===== src/verilog/stmsq_pkg.sv =====
package stmsq_pkg;

  // register byte offsets on the control bus
  localparam logic [7:0] OFS_SQ_RX      = 8'h00; // sq_receive_first_reg
  localparam logic [7:0] OFS_SQ_TX      = 8'h04; // sq_transmit_first_reg
  localparam logic [7:0] OFS_AUX_CFG    = 8'h08; // aux_config_reg
  localparam logic [7:0] OFS_IRQ_STAT   = 8'h0C; // sticky events, write one to clear
  localparam logic [7:0] OFS_IRQ_MASK   = 8'h10; // event enables

  // field positions
  localparam int SQ_BITS_W      = 4;   // four S1 or Q bits per multiframe
  localparam int POS_LOCK       = 4;   // multiframe_lock_flag in receive reg
  localparam int POS_MULTIFRAME_ENABLE       = 4;   // multiframe_enable in transmit reg
  localparam int POS_SYNC_SEL   = 0;   // aux_pin_sync_select
  localparam int POS_GPIO_OUT   = 1;   // general purpose output value
  localparam int POS_GPIO_OE    = 2;   // general purpose output enable
  localparam int POS_MODE_LO    = 4;   // two-bit operating mode
  localparam int POS_GPIO_IN    = 8;   // pin level, read only
  localparam int POS_IRQ_TICK   = 0;   // multiframe_tick_irq
  localparam int POS_IRQ_CHG    = 1;   // sq_data_changed_irq

  // reset values
  localparam logic [7:0] RST_SQ_TX    = 8'h00;
  localparam logic [7:0] RST_AUX_CFG  = 8'h00;
  localparam logic [1:0] RST_IRQ_MASK = 2'h0;

  // multiframe geometry
  localparam logic [4:0] FRAME_FIRST  = 5'h01;
  localparam logic [4:0] FRAME_LAST   = 5'h14; // frame 20
  localparam logic [4:0] FRAME_PRELAST = 5'h13; // frame 19
  localparam logic [4:0] SUBFRAME_LEN = 5'h05; // slot every 5th frame

  // bus responses
  localparam logic [1:0] RESP_OKAY   = 2'h0;
  localparam logic [1:0] RESP_SLVERR = 2'h2;

  // operating modes
  typedef enum logic [1:0] {
    MODE_TE  = 2'b00,  // terminal
    MODE_NT  = 2'b01,  // network termination
    MODE_LTS = 2'b10,  // line_term_s_mode
    MODE_LTT = 2'b11   // line_term_t_mode
  } stmsq_mode_e;

  // multiframe lock tracker states
  typedef enum logic [1:0] {
    LK_HUNT  = 2'b00,
    LK_CHECK = 2'b01,
    LK_LOCK  = 2'b10
  } stmsq_lock_e;

endpackage : stmsq_pkg


===== src/verilog/stmsq_channel.sv =====
// Our own choices: the register addresses and the AXI4-Lite interface to the registers.
`timescale 1ns/100ps

// Notes on behaviour
// RQ1: upstream Q bits ride in auxiliary framing position
// RQ2: only first S sub-channel is handled
// RQ3: host reaches S/Q bits through dedicated registers
// RQ4: locked terminal sends Q in frames 1,6,11,16
// RQ5: unlocked terminal mirrors received FA bit upstream
// RQ6: lock after two complete good multiframes
// RQ7: lock lost after two consecutive errored multiframes
// RQ8: lock state readable in first receive register
// RQ9: enable flag switches multiframe synchronization
// RQ10: network side multiframes only when enabled
// RQ11: network FA ones 1,6,11,16, M in 1
// RQ12: interrupt once per multiframe
// RQ13: interrupt when received S or Q changes
// RQ14: host finishes access within one multiframe
// RQ15: select flag turns shared pin into sync
// RQ16: host enables multiframing before using sync input
// RQ17: sync input sampled at framing bit start
// RQ18: sync high holds counter at frame 20
// RQ19: sync low restarts counting at frame 1
// RQ20: terminal modes drive received M on pin
// RQ21: outside logic samples M at strobe falling edge
// RQ22: M one marks first frame of multiframe
// RQ23: logic zero gives pulses, logic one quiet
// RQ24: network counter free-runs when pin unselected
module stmsq_channel #(
  parameter int ADDR_W = 8  // byte address width of the register window
) (
  // clock and reset
  input  wire logic              aclk,
  input  wire logic              aresetn,
  // axi4-lite write address
  input  wire logic              s_axi_awvalid,
  output logic                   s_axi_awready,
  input  wire logic [ADDR_W-1:0] s_axi_awaddr,
  // axi4-lite write data
  input  wire logic              s_axi_wvalid,
  output logic                   s_axi_wready,
  input  wire logic [31:0]       s_axi_wdata,
  input  wire logic [3:0]        s_axi_wstrb,
  // axi4-lite write response
  output logic                   s_axi_bvalid,
  input  wire logic              s_axi_bready,
  output logic [1:0]             s_axi_bresp,
  // axi4-lite read address
  input  wire logic              s_axi_arvalid,
  output logic                   s_axi_arready,
  input  wire logic [ADDR_W-1:0] s_axi_araddr,
  // axi4-lite read data
  output logic                   s_axi_rvalid,
  input  wire logic              s_axi_rready,
  output logic [31:0]            s_axi_rdata,
  output logic [1:0]             s_axi_rresp,
  // line frame timing and received maintenance bits
  input  wire logic              frame_strobe,
  input  wire logic              rx_fa_bit,
  input  wire logic              rx_m_bit,
  input  wire logic              rx_s_bit,
  // transmitted maintenance bits, logic values
  output logic                   tx_fa_bit,
  output logic                   tx_m_bit,
  output logic                   tx_s_bit,
  // shared_aux_pin as three signals
  input  wire logic              shared_aux_pin_in,
  output logic                   shared_aux_pin_out,
  output logic                   shared_aux_pin_oe,
  // combined event output
  output logic                   sq_irq
);

  localparam int SQ_BITS_W = stmsq_pkg::SQ_BITS_W; // local copy, nothing is imported
  // ---------------- register state ----------------
  logic [SQ_BITS_W-1:0] rx_sq_ff;      // received_sq_bits
  logic [SQ_BITS_W-1:0] tx_sq_ff;      // transmit_sq_bits
  logic                 multiframe_enable_ff;       // multiframe_enable
  logic [7:0]           cfg_ff;        // aux_config_reg
  logic [1:0]           irq_stat_ff;   // sticky tick / changed
  logic [1:0]           irq_mask_ff;   // event enables
  // ---------------- multiframe state ----------------
  logic [4:0]           frame_ff;      // current frame number 1..20
  logic [SQ_BITS_W-1:0] cap_ff;        // bits gathered this multiframe
  logic [SQ_BITS_W-1:0] shadow_ff;     // bits being transmitted
  stmsq_pkg::stmsq_lock_e lock_st_ff;  // lock tracker
  logic                 good_ff;       // one good multiframe seen
  logic                 bad_ff;        // one errored multiframe seen
  logic                 mf_err_ff;     // error inside current multiframe
  // ---------------- output flops ----------------
  logic tx_fa_ff, tx_m_ff, tx_s_ff, pin_out_ff, pin_oe_ff, irq_ff;
  logic awready_ff, wready_ff, bvalid_ff, arready_ff, rvalid_ff;
  logic [1:0]  bresp_ff, rresp_ff;
  logic [31:0] rdata_ff;
  logic        aw_have_ff, w_have_ff;
  logic [ADDR_W-1:0] awaddr_ff;
  logic [7:0]  wbyte_ff;
  logic        wlane_ff;
  // next frame after n, wrapping 20 back to 1
  function automatic logic [4:0] frame_inc(input logic [4:0] n);
    frame_inc = (n == stmsq_pkg::FRAME_LAST) ? stmsq_pkg::FRAME_FIRST : 5'(n + 5'h01);
  endfunction : frame_inc
  // frames 1, 6, 11 and 16 carry FA ones, Q and S1
  function automatic logic is_slot(input logic [4:0] n);
    is_slot = (n != 5'h00) && (n <= 5'h10) &&
              ((5'(n - 5'h01) % stmsq_pkg::SUBFRAME_LEN) == 5'h00);
  endfunction : is_slot
  // which of the four slots a frame is
  function automatic logic [1:0] slot_idx(input logic [4:0] n);
    slot_idx = 2'(5'(n - 5'h01) / stmsq_pkg::SUBFRAME_LEN);
  endfunction : slot_idx
  // register byte offset match on the word address
  function automatic logic ofs_hit(input logic [ADDR_W-1:0] a, input logic [7:0] o);
    ofs_hit = (a[ADDR_W-1:2] == o[ADDR_W-1:2]);
  endfunction : ofs_hit
  // ---------------- decode of configuration ----------------
  wire [1:0] mode_w      = cfg_ff[stmsq_pkg::POS_MODE_LO +: 2];
  wire       nt_side     = (mode_w == stmsq_pkg::MODE_NT) || (mode_w == stmsq_pkg::MODE_LTS);
  wire       sync_sel    = cfg_ff[stmsq_pkg::POS_SYNC_SEL];
  wire       locked      = (lock_st_ff == stmsq_pkg::LK_LOCK);
  // sync input only acts while multiframing runs
  wire       sync_hold   = sync_sel && shared_aux_pin_in;           // RQ15 RQ17

  // ---------------- next frame number ----------------
  // network: idle at 20 until enabled, hold on sync, else free-run
  wire [4:0] nt_next = !multiframe_enable_ff  ? stmsq_pkg::FRAME_LAST :          // RQ10
                       sync_hold ? stmsq_pkg::FRAME_LAST :          // RQ16 RQ18
                       frame_inc(frame_ff);                         // RQ19 RQ24
  // terminal: hunting aligns on M one with FA one
  wire       te_align = (lock_st_ff == stmsq_pkg::LK_HUNT) && rx_m_bit && rx_fa_bit; // RQ22
  wire [4:0] te_next  = te_align ? stmsq_pkg::FRAME_FIRST : frame_inc(frame_ff);
  wire [4:0] nxt_frame = nt_side ? nt_next : te_next;

  // received pattern against the expected one for this frame
  wire exp_fa   = is_slot(nxt_frame);
  wire exp_m    = (nxt_frame == stmsq_pkg::FRAME_FIRST);
  wire mismatch = (rx_fa_bit != exp_fa) || (rx_m_bit != exp_m);     // RQ6 RQ7
  wire mf_done  = frame_strobe && (nxt_frame == stmsq_pkg::FRAME_LAST) &&
                  (frame_ff == stmsq_pkg::FRAME_PRELAST);
  wire mf_err   = mf_err_ff || mismatch;
  // a multiframe counts for the host only when running or locked
  wire mf_event = mf_done && (nt_side ? multiframe_enable_ff : locked);          // RQ12
  // gathered bits as registered, without the slot of this very frame
  wire [SQ_BITS_W-1:0] cap_now = cap_ff;
  wire chg_event = mf_event && (cap_now != rx_sq_ff);               // RQ13

  // ---------------- transmitted bits ----------------
  wire slot_bit  = shadow_ff[slot_idx(nxt_frame)];
  // logic zero here means a line pulse, logic one a quiet line
  wire nt_fa  = is_slot(nxt_frame);                                 // RQ11 RQ23
  wire nt_m   = (nxt_frame == stmsq_pkg::FRAME_FIRST);              // RQ11 RQ22
  wire nt_s   = is_slot(nxt_frame) && slot_bit;                     // RQ2 RQ11
  wire te_fa  = locked ? (is_slot(nxt_frame) && slot_bit)           // RQ1 RQ4
                       : rx_fa_bit;                                 // RQ5

  // ---------------- bus decode ----------------
  wire aw_hs   = s_axi_awvalid && awready_ff;
  wire w_hs    = s_axi_wvalid && wready_ff;
  wire b_hs    = bvalid_ff && s_axi_bready;
  wire ar_hs   = s_axi_arvalid && arready_ff;
  wire r_hs    = rvalid_ff && s_axi_rready;
  wire aw_now  = aw_have_ff || aw_hs;
  wire w_now   = w_have_ff || w_hs;
  wire [ADDR_W-1:0] wa = aw_have_ff ? awaddr_ff : s_axi_awaddr;
  wire [7:0]  wb   = w_have_ff ? wbyte_ff : s_axi_wdata[7:0];
  wire        wl   = w_have_ff ? wlane_ff : s_axi_wstrb[0];
  wire do_write    = aw_now && w_now && !bvalid_ff;
  wire wr_en       = do_write && wl;                                // low lane holds all fields
  wire wr_rx       = ofs_hit(wa, stmsq_pkg::OFS_SQ_RX);
  wire wr_tx       = wr_en && ofs_hit(wa, stmsq_pkg::OFS_SQ_TX);    // RQ3 RQ9
  wire wr_cfg      = wr_en && ofs_hit(wa, stmsq_pkg::OFS_AUX_CFG);
  wire wr_stat     = wr_en && ofs_hit(wa, stmsq_pkg::OFS_IRQ_STAT);
  wire wr_mask     = wr_en && ofs_hit(wa, stmsq_pkg::OFS_IRQ_MASK);
  wire w_mapped    = wr_rx || ofs_hit(wa, stmsq_pkg::OFS_SQ_TX) ||
                     ofs_hit(wa, stmsq_pkg::OFS_AUX_CFG) ||
                     ofs_hit(wa, stmsq_pkg::OFS_IRQ_STAT) ||
                     ofs_hit(wa, stmsq_pkg::OFS_IRQ_MASK);
  wire [ADDR_W-1:0] ra = s_axi_araddr;
  wire r_rx   = ofs_hit(ra, stmsq_pkg::OFS_SQ_RX);
  wire r_tx   = ofs_hit(ra, stmsq_pkg::OFS_SQ_TX);
  wire r_cfg  = ofs_hit(ra, stmsq_pkg::OFS_AUX_CFG);
  wire r_st   = ofs_hit(ra, stmsq_pkg::OFS_IRQ_STAT);
  wire r_mk   = ofs_hit(ra, stmsq_pkg::OFS_IRQ_MASK);
  // read data mux, unused bits zero
  wire [31:0] rd_mux =
    r_rx  ? 32'({locked, rx_sq_ff}) :                               // RQ3 RQ8
    r_tx  ? 32'({multiframe_enable_ff, tx_sq_ff}) :
    r_cfg ? 32'({shared_aux_pin_in, cfg_ff}) :
    r_st  ? 32'(irq_stat_ff) :
    r_mk  ? 32'(irq_mask_ff) : 32'h0000_0000;
  wire r_mapped = r_rx || r_tx || r_cfg || r_st || r_mk;

  // ---------------- bus slave ----------------
  // each channel accepted once, response after both halves
  always_ff @(posedge aclk) begin
    if (!aresetn) begin
      aw_have_ff <= 1'b0;
      w_have_ff  <= 1'b0;
      awaddr_ff  <= '0;
      wbyte_ff   <= 8'h00;
      wlane_ff   <= 1'b0;
      awready_ff <= 1'b0;
      wready_ff  <= 1'b0;
      bvalid_ff  <= 1'b0;
      bresp_ff   <= stmsq_pkg::RESP_OKAY;
    end else begin
      aw_have_ff <= aw_now && !b_hs;
      w_have_ff  <= w_now && !b_hs;
      if (aw_hs) awaddr_ff <= s_axi_awaddr;
      if (w_hs) begin
        wbyte_ff <= s_axi_wdata[7:0];
        wlane_ff <= s_axi_wstrb[0];
      end
      // ready again only after the response is gone
      awready_ff <= !(aw_now && !b_hs) && !do_write && !(bvalid_ff && !b_hs);
      wready_ff  <= !(w_now && !b_hs) && !do_write && !(bvalid_ff && !b_hs);
      if (do_write) begin
        bvalid_ff <= 1'b1;
        bresp_ff  <= w_mapped ? stmsq_pkg::RESP_OKAY : stmsq_pkg::RESP_SLVERR;
      end else if (b_hs) begin
        bvalid_ff <= 1'b0;
      end
    end
  end

  // read channel, one outstanding read
  always_ff @(posedge aclk) begin
    if (!aresetn) begin
      arready_ff <= 1'b0;
      rvalid_ff  <= 1'b0;
      rdata_ff   <= 32'h0000_0000;
      rresp_ff   <= stmsq_pkg::RESP_OKAY;
    end else begin
      arready_ff <= !ar_hs && !(rvalid_ff && !r_hs);
      if (ar_hs) begin
        rvalid_ff <= 1'b1;
        rdata_ff  <= rd_mux;
        rresp_ff  <= r_mapped ? stmsq_pkg::RESP_OKAY : stmsq_pkg::RESP_SLVERR;
      end else if (r_hs) begin
        rvalid_ff <= 1'b0;
      end
    end
  end

  // ---------------- software registers ----------------
  always_ff @(posedge aclk) begin
    if (!aresetn) begin
      tx_sq_ff    <= stmsq_pkg::RST_SQ_TX[SQ_BITS_W-1:0];
      multiframe_enable_ff     <= stmsq_pkg::RST_SQ_TX[stmsq_pkg::POS_MULTIFRAME_ENABLE];
      cfg_ff      <= stmsq_pkg::RST_AUX_CFG;
      irq_mask_ff <= stmsq_pkg::RST_IRQ_MASK;
      irq_stat_ff <= 2'h0;
    end else begin
      if (wr_tx) begin
        tx_sq_ff <= wb[SQ_BITS_W-1:0];
        multiframe_enable_ff  <= wb[stmsq_pkg::POS_MULTIFRAME_ENABLE];                        // RQ9
      end
      if (wr_cfg) cfg_ff <= {2'h0, wb[5:4], 1'b0, wb[2:0]};
      if (wr_mask) irq_mask_ff <= wb[1:0];
      // write one clears, a new event in the same cycle wins
      irq_stat_ff <= (irq_stat_ff & ~(wr_stat ? wb[1:0] : 2'h0)) |
                     {chg_event, mf_event};                         // RQ12 RQ13
    end
  end

  // ---------------- multiframe counter and bit capture ----------------
  always_ff @(posedge aclk) begin
    if (!aresetn) begin
      frame_ff  <= stmsq_pkg::FRAME_LAST;
      cap_ff    <= '0;
      shadow_ff <= '0;
      rx_sq_ff  <= '0;
    end else if (frame_strobe) begin
      frame_ff <= nxt_frame;
      // Q from the terminal or S1 from the network, one per slot
      if (is_slot(nxt_frame)) cap_ff[slot_idx(nxt_frame)] <= nt_side ? rx_fa_bit : rx_s_bit;
      // freeze transmit bits for the coming multiframe
      if (nxt_frame == stmsq_pkg::FRAME_LAST) shadow_ff <= tx_sq_ff; // RQ14
      if (mf_event) rx_sq_ff <= cap_now;                           // RQ3
    end
  end

  // ---------------- lock tracker, terminal side ----------------
  always_ff @(posedge aclk) begin
    if (!aresetn) begin
      lock_st_ff <= stmsq_pkg::LK_HUNT;
      good_ff    <= 1'b0;
      bad_ff     <= 1'b0;
      mf_err_ff  <= 1'b0;
    end else if (nt_side || !multiframe_enable_ff) begin
      lock_st_ff <= stmsq_pkg::LK_HUNT;                             // RQ9
      good_ff    <= 1'b0;
      bad_ff     <= 1'b0;
      mf_err_ff  <= 1'b0;
    end else if (frame_strobe) begin
      unique case (lock_st_ff)
        stmsq_pkg::LK_HUNT: begin
          // candidate frame 1 found
          if (te_align) lock_st_ff <= stmsq_pkg::LK_CHECK;
          good_ff   <= 1'b0;
          bad_ff    <= 1'b0;
          mf_err_ff <= 1'b0;
        end
        stmsq_pkg::LK_CHECK: begin
          mf_err_ff <= mf_done ? 1'b0 : mf_err;
          if (mf_done) begin
            if (mf_err) lock_st_ff <= stmsq_pkg::LK_HUNT;
            else if (good_ff) lock_st_ff <= stmsq_pkg::LK_LOCK;      // RQ6
            good_ff <= !mf_err;
          end
        end
        stmsq_pkg::LK_LOCK: begin
          mf_err_ff <= mf_done ? 1'b0 : mf_err;
          if (mf_done) begin
            // only a second errored multiframe in a row drops lock
            if (mf_err && bad_ff) lock_st_ff <= stmsq_pkg::LK_HUNT; // RQ7
            bad_ff <= mf_err;
          end
        end
        default: lock_st_ff <= stmsq_pkg::LK_HUNT;
      endcase
    end
  end

  // ---------------- line bits, pin and event output ----------------
  always_ff @(posedge aclk) begin
    if (!aresetn) begin
      tx_fa_ff   <= 1'b0;
      tx_m_ff    <= 1'b0;
      tx_s_ff    <= 1'b0;
      pin_out_ff <= 1'b0;
      pin_oe_ff  <= 1'b0;
      irq_ff     <= 1'b0;
    end else begin
      if (frame_strobe) begin
        tx_fa_ff <= nt_side ? nt_fa : te_fa;
        tx_m_ff  <= nt_side && nt_m;
        tx_s_ff  <= nt_side && nt_s;
      end
      // pin: gpio, sync input (network) or M output (terminal)
      if (!sync_sel) begin
        pin_out_ff <= cfg_ff[stmsq_pkg::POS_GPIO_OUT];
        pin_oe_ff  <= cfg_ff[stmsq_pkg::POS_GPIO_OE];
      end else begin
        pin_oe_ff <= !nt_side;                                      // RQ15
        if (frame_strobe) pin_out_ff <= rx_m_bit;                   // RQ20 RQ21
      end
      irq_ff <= |(irq_stat_ff & irq_mask_ff);
    end
  end

  assign s_axi_awready      = awready_ff;
  assign s_axi_wready       = wready_ff;
  assign s_axi_bvalid       = bvalid_ff;
  assign s_axi_bresp        = bresp_ff;
  assign s_axi_arready      = arready_ff;
  assign s_axi_rvalid       = rvalid_ff;
  assign s_axi_rdata        = rdata_ff;
  assign s_axi_rresp        = rresp_ff;
  assign tx_fa_bit          = tx_fa_ff;
  assign tx_m_bit           = tx_m_ff;
  assign tx_s_bit           = tx_s_ff;
  assign shared_aux_pin_out = pin_out_ff;
  assign shared_aux_pin_oe  = pin_oe_ff;
  assign sq_irq             = irq_ff;
  // ---------------- assertions ----------------
  AST_NT_DISABLED: assert property (@(posedge aclk) disable iff (!aresetn) // RQ10
    nt_side && !multiframe_enable_ff && frame_strobe |=> !tx_fa_bit && !tx_m_bit && !tx_s_bit)
    else $error("network side sent multiframe bits while disabled");
  AST_SYNC_HOLD: assert property (@(posedge aclk) disable iff (!aresetn) // RQ18
    nt_side && multiframe_enable_ff && sync_sel && shared_aux_pin_in && frame_strobe |=>
      frame_ff == 5'h14 && !tx_fa_bit && !tx_m_bit && !tx_s_bit)
    else $error("sync input high did not hold frame 20");
  AST_SYNC_RELEASE: assert property (@(posedge aclk) disable iff (!aresetn) // RQ19
    nt_side && multiframe_enable_ff && frame_strobe && !(sync_sel && shared_aux_pin_in) &&
      frame_ff == 5'h14 |=> frame_ff == 5'h01 && tx_fa_bit && tx_m_bit)
    else $error("release of sync input did not start frame 1");
  AST_M_FIRST_ONLY: assert property (@(posedge aclk) disable iff (!aresetn) // RQ22
    tx_m_bit |-> frame_ff == 5'h01 && tx_fa_bit)
    else $error("M sent outside frame 1");
  AST_TE_MIRROR: assert property (@(posedge aclk) disable iff (!aresetn) // RQ5
    !nt_side && !locked && frame_strobe |=> tx_fa_bit == $past(rx_fa_bit))
    else $error("unlocked terminal did not mirror FA");
  AST_TE_Q_ZERO: assert property (@(posedge aclk) disable iff (!aresetn) // RQ4
    !nt_side && locked && frame_strobe && !is_slot(nxt_frame) |=> !tx_fa_bit)
    else $error("locked terminal sent FA one outside a Q slot");
  AST_LOCK_ENTRY: assert property (@(posedge aclk) disable iff (!aresetn) // RQ6
    $rose(locked) |-> $past(lock_st_ff) == stmsq_pkg::LK_CHECK && $past(good_ff) &&
      $past(mf_done))
    else $error("lock declared without two good multiframes");
  AST_M_PIN_OUT: assert property (@(posedge aclk) disable iff (!aresetn) // RQ20
    !nt_side && sync_sel && frame_strobe |=> shared_aux_pin_oe &&
      shared_aux_pin_out == $past(rx_m_bit))
    else $error("received M not driven on sync pin");
  // irq flop follows the status and mask of the cycle before it
  AST_TICK_SET: assert property (@(posedge aclk) disable iff (!aresetn) // RQ12
    mf_event |=> irq_stat_ff[stmsq_pkg::POS_IRQ_TICK] ##1
      (sq_irq == $past(irq_mask_ff[stmsq_pkg::POS_IRQ_TICK]) ||
       $past(irq_stat_ff[stmsq_pkg::POS_IRQ_CHG])))
    else $error("multiframe event not flagged");
endmodule : stmsq_channel


===== config.mk =====
export PLATFORM = sky130hd
export DESIGN_NAME = stmsq_channel
export DESIGN_NICKNAME = d
export VERILOG_FILES = /design/src/verilog/stmsq_pkg.sv /design/src/verilog/stmsq_channel.sv
export SDC_FILE = /design/constraint.sdc
export NUM_CORES = 1
export LEC_CHECK = 0
export ABC_CLOCK_PERIOD_IN_PS = 5350
export BUFFER_PORTS_ARGS = -buffer_cell sky130_fd_sc_hd__buf_4
export CORE_ASPECT_RATIO = 1.2
export CORE_MARGIN = 4
export CORE_UTILIZATION = 54
export CTS_CLUSTER_DIAMETER = 50
export CTS_CLUSTER_SIZE = 28
export DETAILED_ROUTE_END_ITERATION = 6
export PLACE_DENSITY = 0.8
export SLEW_MARGIN = 20
export SYNTH_ARGS = -nofsm -noshare
export SYNTH_HDL_FRONTEND = slang
export SYNTH_SLANG_ARGS = --single-unit

===== constraint.sdc =====
create_clock -name aclk -period 5.35 [get_ports aclk]
set_input_delay 1.07 -clock aclk [delete_from_list [all_inputs] [get_ports aclk]]
set_output_delay 1.07 -clock aclk [all_outputs]
set_load 0.02 [all_outputs]

# After elaboration in Yosys (flattened, before gate mapping)

Cells that the tools add are included.

Add/subtract/negate cells: 2
Divide/modulo/power cells: 2
Magnitude comparators: 3
Equal/unequal tests: 25
Muxes and demuxes: 45
Bitwise logic cells: 5
Reductions and logical operators: 81

Operator list:

| cell                | number |
|---|---|
| $logic_and 1x1->1   | 35 |
| $mux 9              | 3 |
| $mux 5              | 5 |
| $eq 6x2->1 const B  | 4 |
| $mux 2              | 11 |
| $mux 1              | 17 |
| $eq 5x5->1 const B  | 3 |
| $logic_or 1x1->1    | 14 |
| $eq 6x1->1 const B  | 2 |
| $eq 6x3->1 const B  | 2 |
| $logic_not 1->1     | 12 |
| $logic_not 6->1     | 2 |
| $reduce_bool 2->1   | 5 |
| $mux 8              | 1 |
| $reduce_and 2->1    | 4 |
| $mux 6              | 1 |
| $ne 2x2->1 const B  | 3 |
| $pmux 1 s2          | 3 |
| $pmux 2 s3          | 1 |
| $reduce_and 3->1    | 2 |
| $reduce_and 6->1    | 1 |
| $reduce_or 2->1     | 3 |
| $add 5x1->5 const B | 1 |
| $div 5x3->5 const B | 1 |
| 22 further kinds    | 27 |

Flip-flop bits (word level): 100
Input bits: 64
Output and inout port bits: 47
Logic and storage cells: 195

# Longest topological paths before layout

Gate-level depths: netlist (run 1).

Depth in word-level cells: 16
Gate-level depth with buffers: 18
Mapped depth without buffers: 16

# Worst setup path after synthesis (run 1)

Ideal clock, no wire load.

Path type: input to register
Start point: input shared_aux_pin_in
End point: register cap_ff[0]
Library setup time: 0.118 ns
Data arrival time: 4.104 ns
Setup slack: 1.128 ns
Stages: 16
Path through: a21boi_1 -> or2_4 -> buf_6 -> o21ai_1 -> ha_1 -> clkbuf_1 -> inv_1 -> nor3_1 -> a31o_2 -> a311oi_1 -> a222oi_1 -> xnor2_1 -> o2111a_2 -> nand2_1 -> or3b_1 -> mux2i_1

Word-level cells in the longest chain between the ends: 11
Elaborated cells on any way between the ends: 19
Classes of those cells: add/sub: 1; div: 2; order compare: 3; mux: 6; reduce/logical: 7

RTL lines:

| item                                                                  | RTL line                                   | text |
|---|---|---|
| start: declaration                                                    | stmsq_channel.sv:67                        | `input wire logic shared_aux_pin_in,` |
| $logic_and 1x1->1 *                                                   | stmsq_channel.sv:122                       | `wire sync_hold = sync_sel && shared_aux_pin_in;` |
| $mux 5 *                                                              | stmsq_channel.sv:127                       | `sync_hold ? stmsq_pkg::FRAME_LAST :` |
| $mux 5 *                                                              | stmsq_channel.sv:126                       | `wire [4:0] nt_next = !multiframe_enable_ff ? stmsq_pkg::FRAME_LAST :` |
| $mux 5 *                                                              | stmsq_channel.sv:132                       | `wire [4:0] nxt_frame = nt_side ? nt_next : te_next;` |
| $sub 5x1->5                                                           | stmsq_channel.sv:106, stmsq_channel.sv:110 |  |
| $div 5x3->5                                                           | stmsq_channel.sv:110                       | `slot_idx = 2'(5'(n - 5'h01) / stmsq_pkg::SUBFRAME_LEN);` |
| $lt 2x3->1 (implied by the code) / $ge 2x1->1 (equally long branches) | stmsq_channel.sv:276                       | `if (is_slot(nxt_frame)) cap_ff[slot_idx(nxt_frame)] <= nt_side ? rx_fa_bit : rx_s_bit;` |
| $logic_and 1x1->1 (implied by the code)                               | stmsq_channel.sv:276                       |  |
| $mux 1                                                                | stmsq_channel.sv:276                       |  |
| $demux 1 s2                                                           | stmsq_channel.sv:276                       |  |
| $bwmux 4                                                              | stmsq_channel.sv:276                       |  |
| end signal: indexed assignment                                        | stmsq_channel.sv:276                       |  |
| end: declaration                                                      | stmsq_channel.sv:84                        | `logic [SQ_BITS_W-1:0] cap_ff;` |

Every way passes the cells marked *; elsewhere a longest branch is shown, timed or not.
A chain may end at the register's enable or synchronous reset.

# Final worst setup path (run 1)

Start point: register frame_ff[0]
End point: register cap_ff[0]

Word-level cells in the longest chain between the ends: 12
Elaborated cells on any way between the ends: 22
Classes of those cells: add/sub: 2; div: 2; order compare: 3; eq/ne: 1; mux: 8; reduce/logical: 6

RTL lines:

| item                                                                  | RTL line                                   | text |
|---|---|---|
| start: declaration                                                    | stmsq_channel.sv:83                        | `logic [4:0] frame_ff;` |
| start signal: assignment                                              | stmsq_channel.sv:269                       | `frame_ff <= stmsq_pkg::FRAME_LAST;` |
| start signal: assignment                                              | stmsq_channel.sv:274                       | `frame_ff <= nxt_frame;` |
| $add 5x1->5 / $eq 5x5->1 (equally long branches)                      | stmsq_channel.sv:101                       | `frame_inc = (n == stmsq_pkg::FRAME_LAST) ? stmsq_pkg::FRAME_FIRST : 5'(n + 5'h01);` |
| $mux 5 *                                                              | stmsq_channel.sv:101                       |  |
| $mux 5                                                                | stmsq_channel.sv:127                       |  |
| $mux 5                                                                | stmsq_channel.sv:126                       |  |
| $mux 5 *                                                              | stmsq_channel.sv:132                       |  |
| $sub 5x1->5                                                           | stmsq_channel.sv:106, stmsq_channel.sv:110 |  |
| $div 5x3->5                                                           | stmsq_channel.sv:110                       |  |
| $lt 2x3->1 (implied by the code) / $ge 2x1->1 (equally long branches) | stmsq_channel.sv:276                       |  |
| $logic_and 1x1->1 (implied by the code)                               | stmsq_channel.sv:276                       |  |
| $mux 1                                                                | stmsq_channel.sv:276                       |  |
| $demux 1 s2                                                           | stmsq_channel.sv:276                       |  |
| $bwmux 4                                                              | stmsq_channel.sv:276                       |  |

Marks and branches as above.

==> flow_metrics.py, run 1 <==
metrics = {
    "clocking": {
        "clkLatencyLatePin_ns": 0.35,
        "hold_buffers": 0,
        "cts_inserted_buffers": 9,
        "postCtsSetupRepairBufs": 0,
        "root_buffer": "clkbuf_8",
        "cts_sinks": 71,
        "postCtsResizedCells": 0,
        "htreeDepth": 3,
        "path_clk_slew_ns": 0.07,
        "clock_path_buffers": 2,
        "cts_tree": "built",
    },
    "yosys": {
        "syn_area_per_cell_um2": 8.30,
        "async_flop_share": 0,
        "synth_area_um2": 4570,
        "ys_seq_elements": 71,
        "synth_cell_types": 80,
        "synth_edf_count": 0,
        "syn_inst": 551,
        "yosysSeqAreaShare": 0.311,
        "synthFlopType": "dfxtp_1",
        "yosys_warnings": 0,
    },
    "global_route": {
        "first_global_vias": 3749,
        "overflow": 0,
        "grt_max_degree": 62,
        "grt_pass1_wl_mm": 17.2,
        "grt_usage": 0.210,
        "antenna_found_initial": 0,
    },
    "die": {
        "initial_core_util": 0.558,
        "die_x_um": 92.0,
        "core_area_um2": 8200,
        "die_y_um": 109,
        "io_pins": 111,
        "rows": 36,
        "dieArea_um2": 10000,
    },
    "sta": {
        "layout_worst_path_cycle_share": 0.885,
        "rsz0062_at_grt": "false",
        "timing.fmax_mhz": 211,
        "finalHoldViolCount": 0,
        "slew_headroom": 0.467,
        "clock-skew-final_ns": 0.00672,
        "setup_viol": 0,
        "fin_tns_setup_ns": 0,
        "tightest_slew_ns": 0.799,
        "finalCriticalPeriod_ns": 4.74,
        "drv_slew": 0,
    },
    "worst_setup_path": {
        "reg2regPathDepth": 16,
        "reg2reg_slack_ns": 0.61,
        "path_cells": "inv_1 > ha_1 > nand4b_1 > o21ai_2 > o21ai_1 > ha_1 > nand2b_1 > o22ai_1 > o32a_1 > a21oi_1 > a21oi_1 > a211oi_1 > o2111a_2 > nand2_1 > or3b_1 > mux2i_1",
        "critPathRequiredTime_ns": 5.61,
        "r2r_start": "frame_ff[0]",
        "critPathTopFamily": "compound AO/OA/AOI/OAI gates",
        "worstSetupPathType": "flop to flop",
        "crit_arrival_ns": 5.00,
        "cp_max_fo": 15,
        "startpoint_type": "flop",
        "cpPeakStageDelay_ns": 0.58,
        "endpoint_kind": "flop",
        "cp_num_buf_inv": 1,
        "r2r_end": "cap_ff[0]",
        "crit_slowest_cell": "dfxtp_1",
    },
    "final_layout": {
        "multi_input_area_um2": 2840,
        "drive_gt1_frac": 0.151,
        "layout_commonest_cell": "dfxtp_1",
        "final_cell_mix": "71 x dfxtp_1, 57 x nand2_1, 53 x buf_4, 36 x mux2i_1, 31 x nor2b_1",
        "fillers": 734,
        "regArea_um2": 1420,
        "area_growth_pct": 9.55,
        "nets": 655,
        "diodes": 0,
        "fin_cells": 698,
    },
    "flow_run": {
        "maxCapViolCount": 0,
    },
    "pwr": {
        "p_leak_nw": 1.98,
        "p_per_area_nw_per_um2": 239,
        "peakVddDrop_mv": 0.234,
    },
    "routing": {
        "first_iter_violations": 211,
        "via_per_inst": 5.62,
        "ant_nets": 0,
        "wl_per_cell_um": 14.7,
        "routed-via-count": 3925,
        "dr.pass1.iters": 4,
        "postRouteWirelength_mm": 10.2,
        "drcViolationCount": 0,
    },
    "hold_path": {
        "holdPathEnd": "s_axi_bresp[1]",
        "hp-class": "flop to flop",
        "hp-start": "s_axi_bresp[1]",
        "min_path_cells": 2,
    },
    "placed_design": {
        "port_buffers": 50,
        "hpwl_mm": 7.57,
        "gp_congestion": 0.859,
        "dp_cells": 683,
    },
    "outcome": {
        "status": "finished, final reports clean",
    },
}
-- routing by layer --
metal,vias to the layer above,GRT usage,share of wire
li1,1972,-,-
met1,1830,0.259,0.43
met2,103,0.360,0.50
met3,20,0.0421,0.048
met4,0,0.0881,0.025
met5,-,0,0
-- report_power, final --
group | internal [mW] | leakage [nW] | total (mW) | switching [mW]
registers | 0.545 | 0.576 | 0.564 | 0.0192
clock network | 0.176 | 0.0850 | 0.368 | 0.192
logic | 0.106 | 1.32 | 0.264 | 0.158
-- flip-flops by register name, summed over array words and instances, names as in the netlist, 4 cells and up --
| signal | cells |
|---|---|
| shadow_ff | 4 |
| s_axi_rdata | 7 |
| frame_ff | 5 |
| wbyte_ff | 6 |
| tx_sq_ff | 4 |
| cfg_ff | 5 |
| rx_sq_ff | 4 |
| cap_ff | 4 |
| awaddr_ff | 6 |
-- stage by stage --
step            util  worst slack, ns  power, mW  hold WS, ns  area [um2]
2_1_floorplan      -             1.13      0.788        0.436        4670
3_3_place_gp   0.591            0.509      0.830        0.445        4850
3_5_place_dp   0.591            0.328      0.837        0.451        4850
4_1_cts        0.611            0.660       1.20        0.465        5010
5_1_grt        0.611            0.236       1.26        0.487        5010
6_report       0.611            0.614       1.20        0.459        5010
-- synth_stat cells, types with 3 or more instances --
cell type / n / area, um2
a211oi_1: 6 / 45.0
a21boi_0: 16 / 120
a21oi_1: 24 / 120
a22oi_1: 3 / 22.5
and2_1: 7 / 43.8
and3_1: 5 / 31.3
buf_2: 10 / 50.1
buf_4: 29 / 218
clkbuf_1: 19 / 71.3
dfxtp_1: 71 / 1420
ha_1: 11 / 138
inv_1: 12 / 45.0
mux2_2: 4 / 45.0
mux2i_1: 36 / 360
nand2_1: 57 / 214
nand2b_1: 13 / 81.3
nand3_1: 29 / 145
nand3b_1: 6 / 45.0
nand4_1: 3 / 18.8
nand4b_1: 3 / 26.3
nor2_1: 18 / 67.6
nor2b_1: 31 / 194
nor3_1: 17 / 85.1
nor3b_1: 7 / 52.6
nor4_1: 4 / 25.0
o21ai_0: 20 / 100
o21ai_1: 6 / 30.0
o22ai_1: 5 / 31.3
o31ai_1: 3 / 22.5
or3_1: 3 / 18.8
xnor2_1: 7 / 61.3
xnor2_2: 3 / 48.8
xor2_1: 7 / 61.3
-- layout make-up --
type | instances | area share
clock inverters | 4 | 0.00449
repair buffers | 53 | 0.0794
flip-flops and latches | 71 | 0.284
well taps | 114 | 0.0285
inverters | 13 | 0.00974
clock buffers | 11 | 0.0282
multi-input cells | 432 | 0.566
-- tightest hold or removal path, cell delays in order (launching register included) --
cell and delay [ns]:
dfxtp_1 0.31, nand2_1 0.05, a21oi_1 0.05
-- kinds of logic (layout without fill, tap and decap cells) --
logic type	Yosys count	after routing	share of synthesized area
buffers and inverters	74	81	0.0905
multiplexers	40	40	0.0886
AO/OA/AOI/OAI	122	122	0.188
XOR/XNOR	17	17	0.0375
adder cells (fa/ha/maj)	12	12	0.0323
other	1	27	0.000820
flip-flops	71	71	0.311
AND/OR/NAND/NOR	214	214	0.252
-- how the worst max path moves through the flow --
stage	from	end	slack, ns	cells after the start
3_3_place_gp	shared_aux_pin_in	cap_ff[0]	0.51	15
3_5_place_dp	shared_aux_pin_in	cap_ff[0]	0.33	15
5_1_grt	frame_ff[0]	lock_st_ff[0]	0.24	16
2_1_floorplan	shared_aux_pin_in	cap_ff[0]	1.13	16
6_report	frame_ff[0]	cap_ff[0]	0.61	16
4_1_cts	frame_ff[0]	cap_ff[0]	0.66	16
Power figures use the tool's default switching activity.
==> run 2, diff against run 1 <==
==> constraint.sdc (replaced) <==
create_clock -name aclk -period 5.35 [get_ports aclk]
set_input_delay 0.535 -clock aclk [delete_from_list [all_inputs] [get_ports aclk]]
set_output_delay 0.535 -clock aclk [all_outputs]
set_load 0.02 [all_outputs]
==> run 2 against run 1 <==
Against the previous run:
- flip-flop and latch count stayed put
- cell count is 0.14% lower
- global-route usage hardly changed
- power is 11% higher
- sequential share of layout area is 0.33 points lower
- first-iteration DRC count is 4.3% higher
- critical path type unchanged
- largest cell class unchanged
- largest power group unchanged
- highest routed layer unchanged
==> flow_metrics.py, run 2 (synthesis gave the netlist of run 1 again) <==
metrics = {
    "outcome": {
        "status": "finished, final reports clean",
    },
    "clocking": {
        "htreeDepth": 3,
        "cts_tree": "built",
        "path_clk_slew_ns": 0.07,
        "clkLatencyLatePin_ns": 0.35,
        "cts_sinks": 71,
        "root_buffer": "clkbuf_8",
        "clock_path_buffers": 2,
        "hold_buffers": 0,
        "postCtsResizedCells": 0,
        "cts_inserted_buffers": 9,
        "postCtsSetupRepairBufs": 0,
    },
    "final_layout": {
        "diodes": 0,
        "drive_gt1_frac": 0.151,
        "fin_cells": 697,
        "largest_reg_flops": 7,
        "layout_commonest_cell": "dfxtp_1",
        "final_cell_mix": "71 x dfxtp_1, 57 x nand2_1, 52 x buf_4, 36 x mux2i_1, 31 x nor2b_1",
        "nets": 654,
        "fin_area_um2": 5070,
        "fillers": 716,
        "area_growth_pct": 10.8,
        "utilization": 0.618,
    },
    "placed_design": {
        "postPlaceCellArea_um2": 4840,
        "hpwl_mm": 7.40,
        "port_buffers": 50,
        "dp_cells": 682,
        "gp_congestion": 0.839,
    },
    "routing": {
        "dr.pass1.iters": 6,
        "wl_per_cell_um": 14.8,
        "via_per_inst": 5.62,
        "drcViolationCount": 0,
        "ant_nets": 0,
        "routed-via-count": 3918,
        "postRouteWirelength_mm": 10.3,
        "first_iter_violations": 220,
    },
    "sta": {
        "finalHoldViolCount": 0,
        "finalCriticalPeriod_ns": 4.72,
        "drv_slew": 0,
        "layout_worst_path_cycle_share": 0.883,
        "rsz0062_at_grt": "false",
        "tightest_slew_ns": 0.796,
        "clock-skew-final_ns": 0.00496,
        "slew_headroom": 0.469,
        "timing.fmax_mhz": 212,
        "setup_viol": 0,
        "fin_tns_setup_ns": 0,
    },
    "global_route": {
        "overflow": 0,
        "grt_max_degree": 62,
        "first_global_vias": 3663,
        "grt_pass1_wl_mm": 17.3,
        "antenna_found_initial": 0,
        "grt_usage": 0.210,
    },
    "worst_setup_path": {
        "r2r_start": "frame_ff[0]",
        "startpoint_type": "flop",
        "reg2regPathDepth": 16,
        "path_cells": "inv_1 > ha_1 > nand4b_1 > o21ai_2 > o21ai_1 > ha_1 > nand2_1 > nor4b_1 > o32a_1 > a21oi_1 > a21oi_1 > a211oi_1 > o2111a_2 > xnor2_2 > a311oi_2 > mux2i_1",
        "cp_max_fo": 15,
        "endpoint_kind": "flop",
        "crit_arrival_ns": 5.01,
        "worstSetupPathType": "flop to flop",
        "crit_start": "frame_ff[0]",
        "critPathTopFamily": "compound AO/OA/AOI/OAI gates",
        "critPathRequiredTime_ns": 5.63,
        "cpPeakStageDelay_ns": 0.57,
        "crit_slowest_cell": "dfxtp_1",
        "path_depth": 16,
        "cp_num_buf_inv": 1,
    },
    "pwr": {
        "p_per_area_nw_per_um2": 262,
        "peakVddDrop_mv": 0.195,
        "p_leak_nw": 2.01,
    },
    "die": {
        "initial_core_util": 0.558,
        "dieArea_um2": 10000,
        "core_area_um2": 8200,
        "die_y_um": 109,
        "rows": 36,
        "io_pins": 111,
        "die_x_um": 92.0,
    },
    "flow_run": {
        "maxCapViolCount": 0,
    },
    "hold_path": {
        "hp-start": "s_axi_wstrb[0]",
        "hp-class": "primary input to flop",
        "min_path_cells": 3,
    },
}
-- run 2: cell type report --
class,instances,area (um2),area share
multi-input cells,432,2840,0.559
well taps,114,143,0.0281
inverters,13,48.8,0.00962
repair buffers,52,390,0.0770
clock inverters,3,65.1,0.0128
clock buffers,12,165,0.0326
flip-flops and latches,71,1420,0.280
-- run 2: path summary, 6_finish.rpt --
check,to,slack (ns)
worst min-delay path,wlane_ff,0.45
worst min register to register,wlane_ff,0.46
worst max register to register,lock_st_ff[0],0.63
worst max-delay path,lock_st_ff[0],0.63
-- run 2: metrics by stage --
step | setup WS (ns) | power, mW | hold WS (ns)
after floorplan | 1.55 | 0.788 | 0.436
after global placement | 0.933 | 0.829 | 0.445
after detailed placement | 0.775 | 0.836 | 0.450
after CTS | 0.741 | 1.33 | 0.442
after global routing | 0.308 | 1.38 | 0.446
final | 0.628 | 1.33 | 0.449
-- run 2: power by group --
| part | internal (mW) | switching [mW] |
|---|---|---|
| clock | 0.297 | 0.200 |
| combinational | 0.105 | 0.154 |
| sequential | 0.545 | 0.0248 |
| total | 0.947 | 0.378 |
-- run 2: layer usage --
| layer | wire length (um) | track usage | vias up | part of all wire |
|---|---|---|---|---|
| met3 | 434 | 0.0373 | 23 | 0.042 |
| met2 | 5090 | 0.364 | 106 | 0.49 |
| met4 | 184 | 0.0732 | 0 | 0.018 |
| met1 | 4600 | 0.264 | 1821 | 0.45 |
| li1 | - | - | 1968 | - |
| met5 | 0 | 0 | - | 0 |
-- run 2: worst register-to-register path, delay by kind of cell, from the launching register on --
kind / cells / cell delay (ns)
fa+ha+maj: 2 / 0.81
flops: 1 / 0.57
buf+inv: 1 / 0.18
mux: 1 / 0.21
simple gates: 3 / 0.70
compound gates: 8 / 2.02
xor+xnor: 1 / 0.16
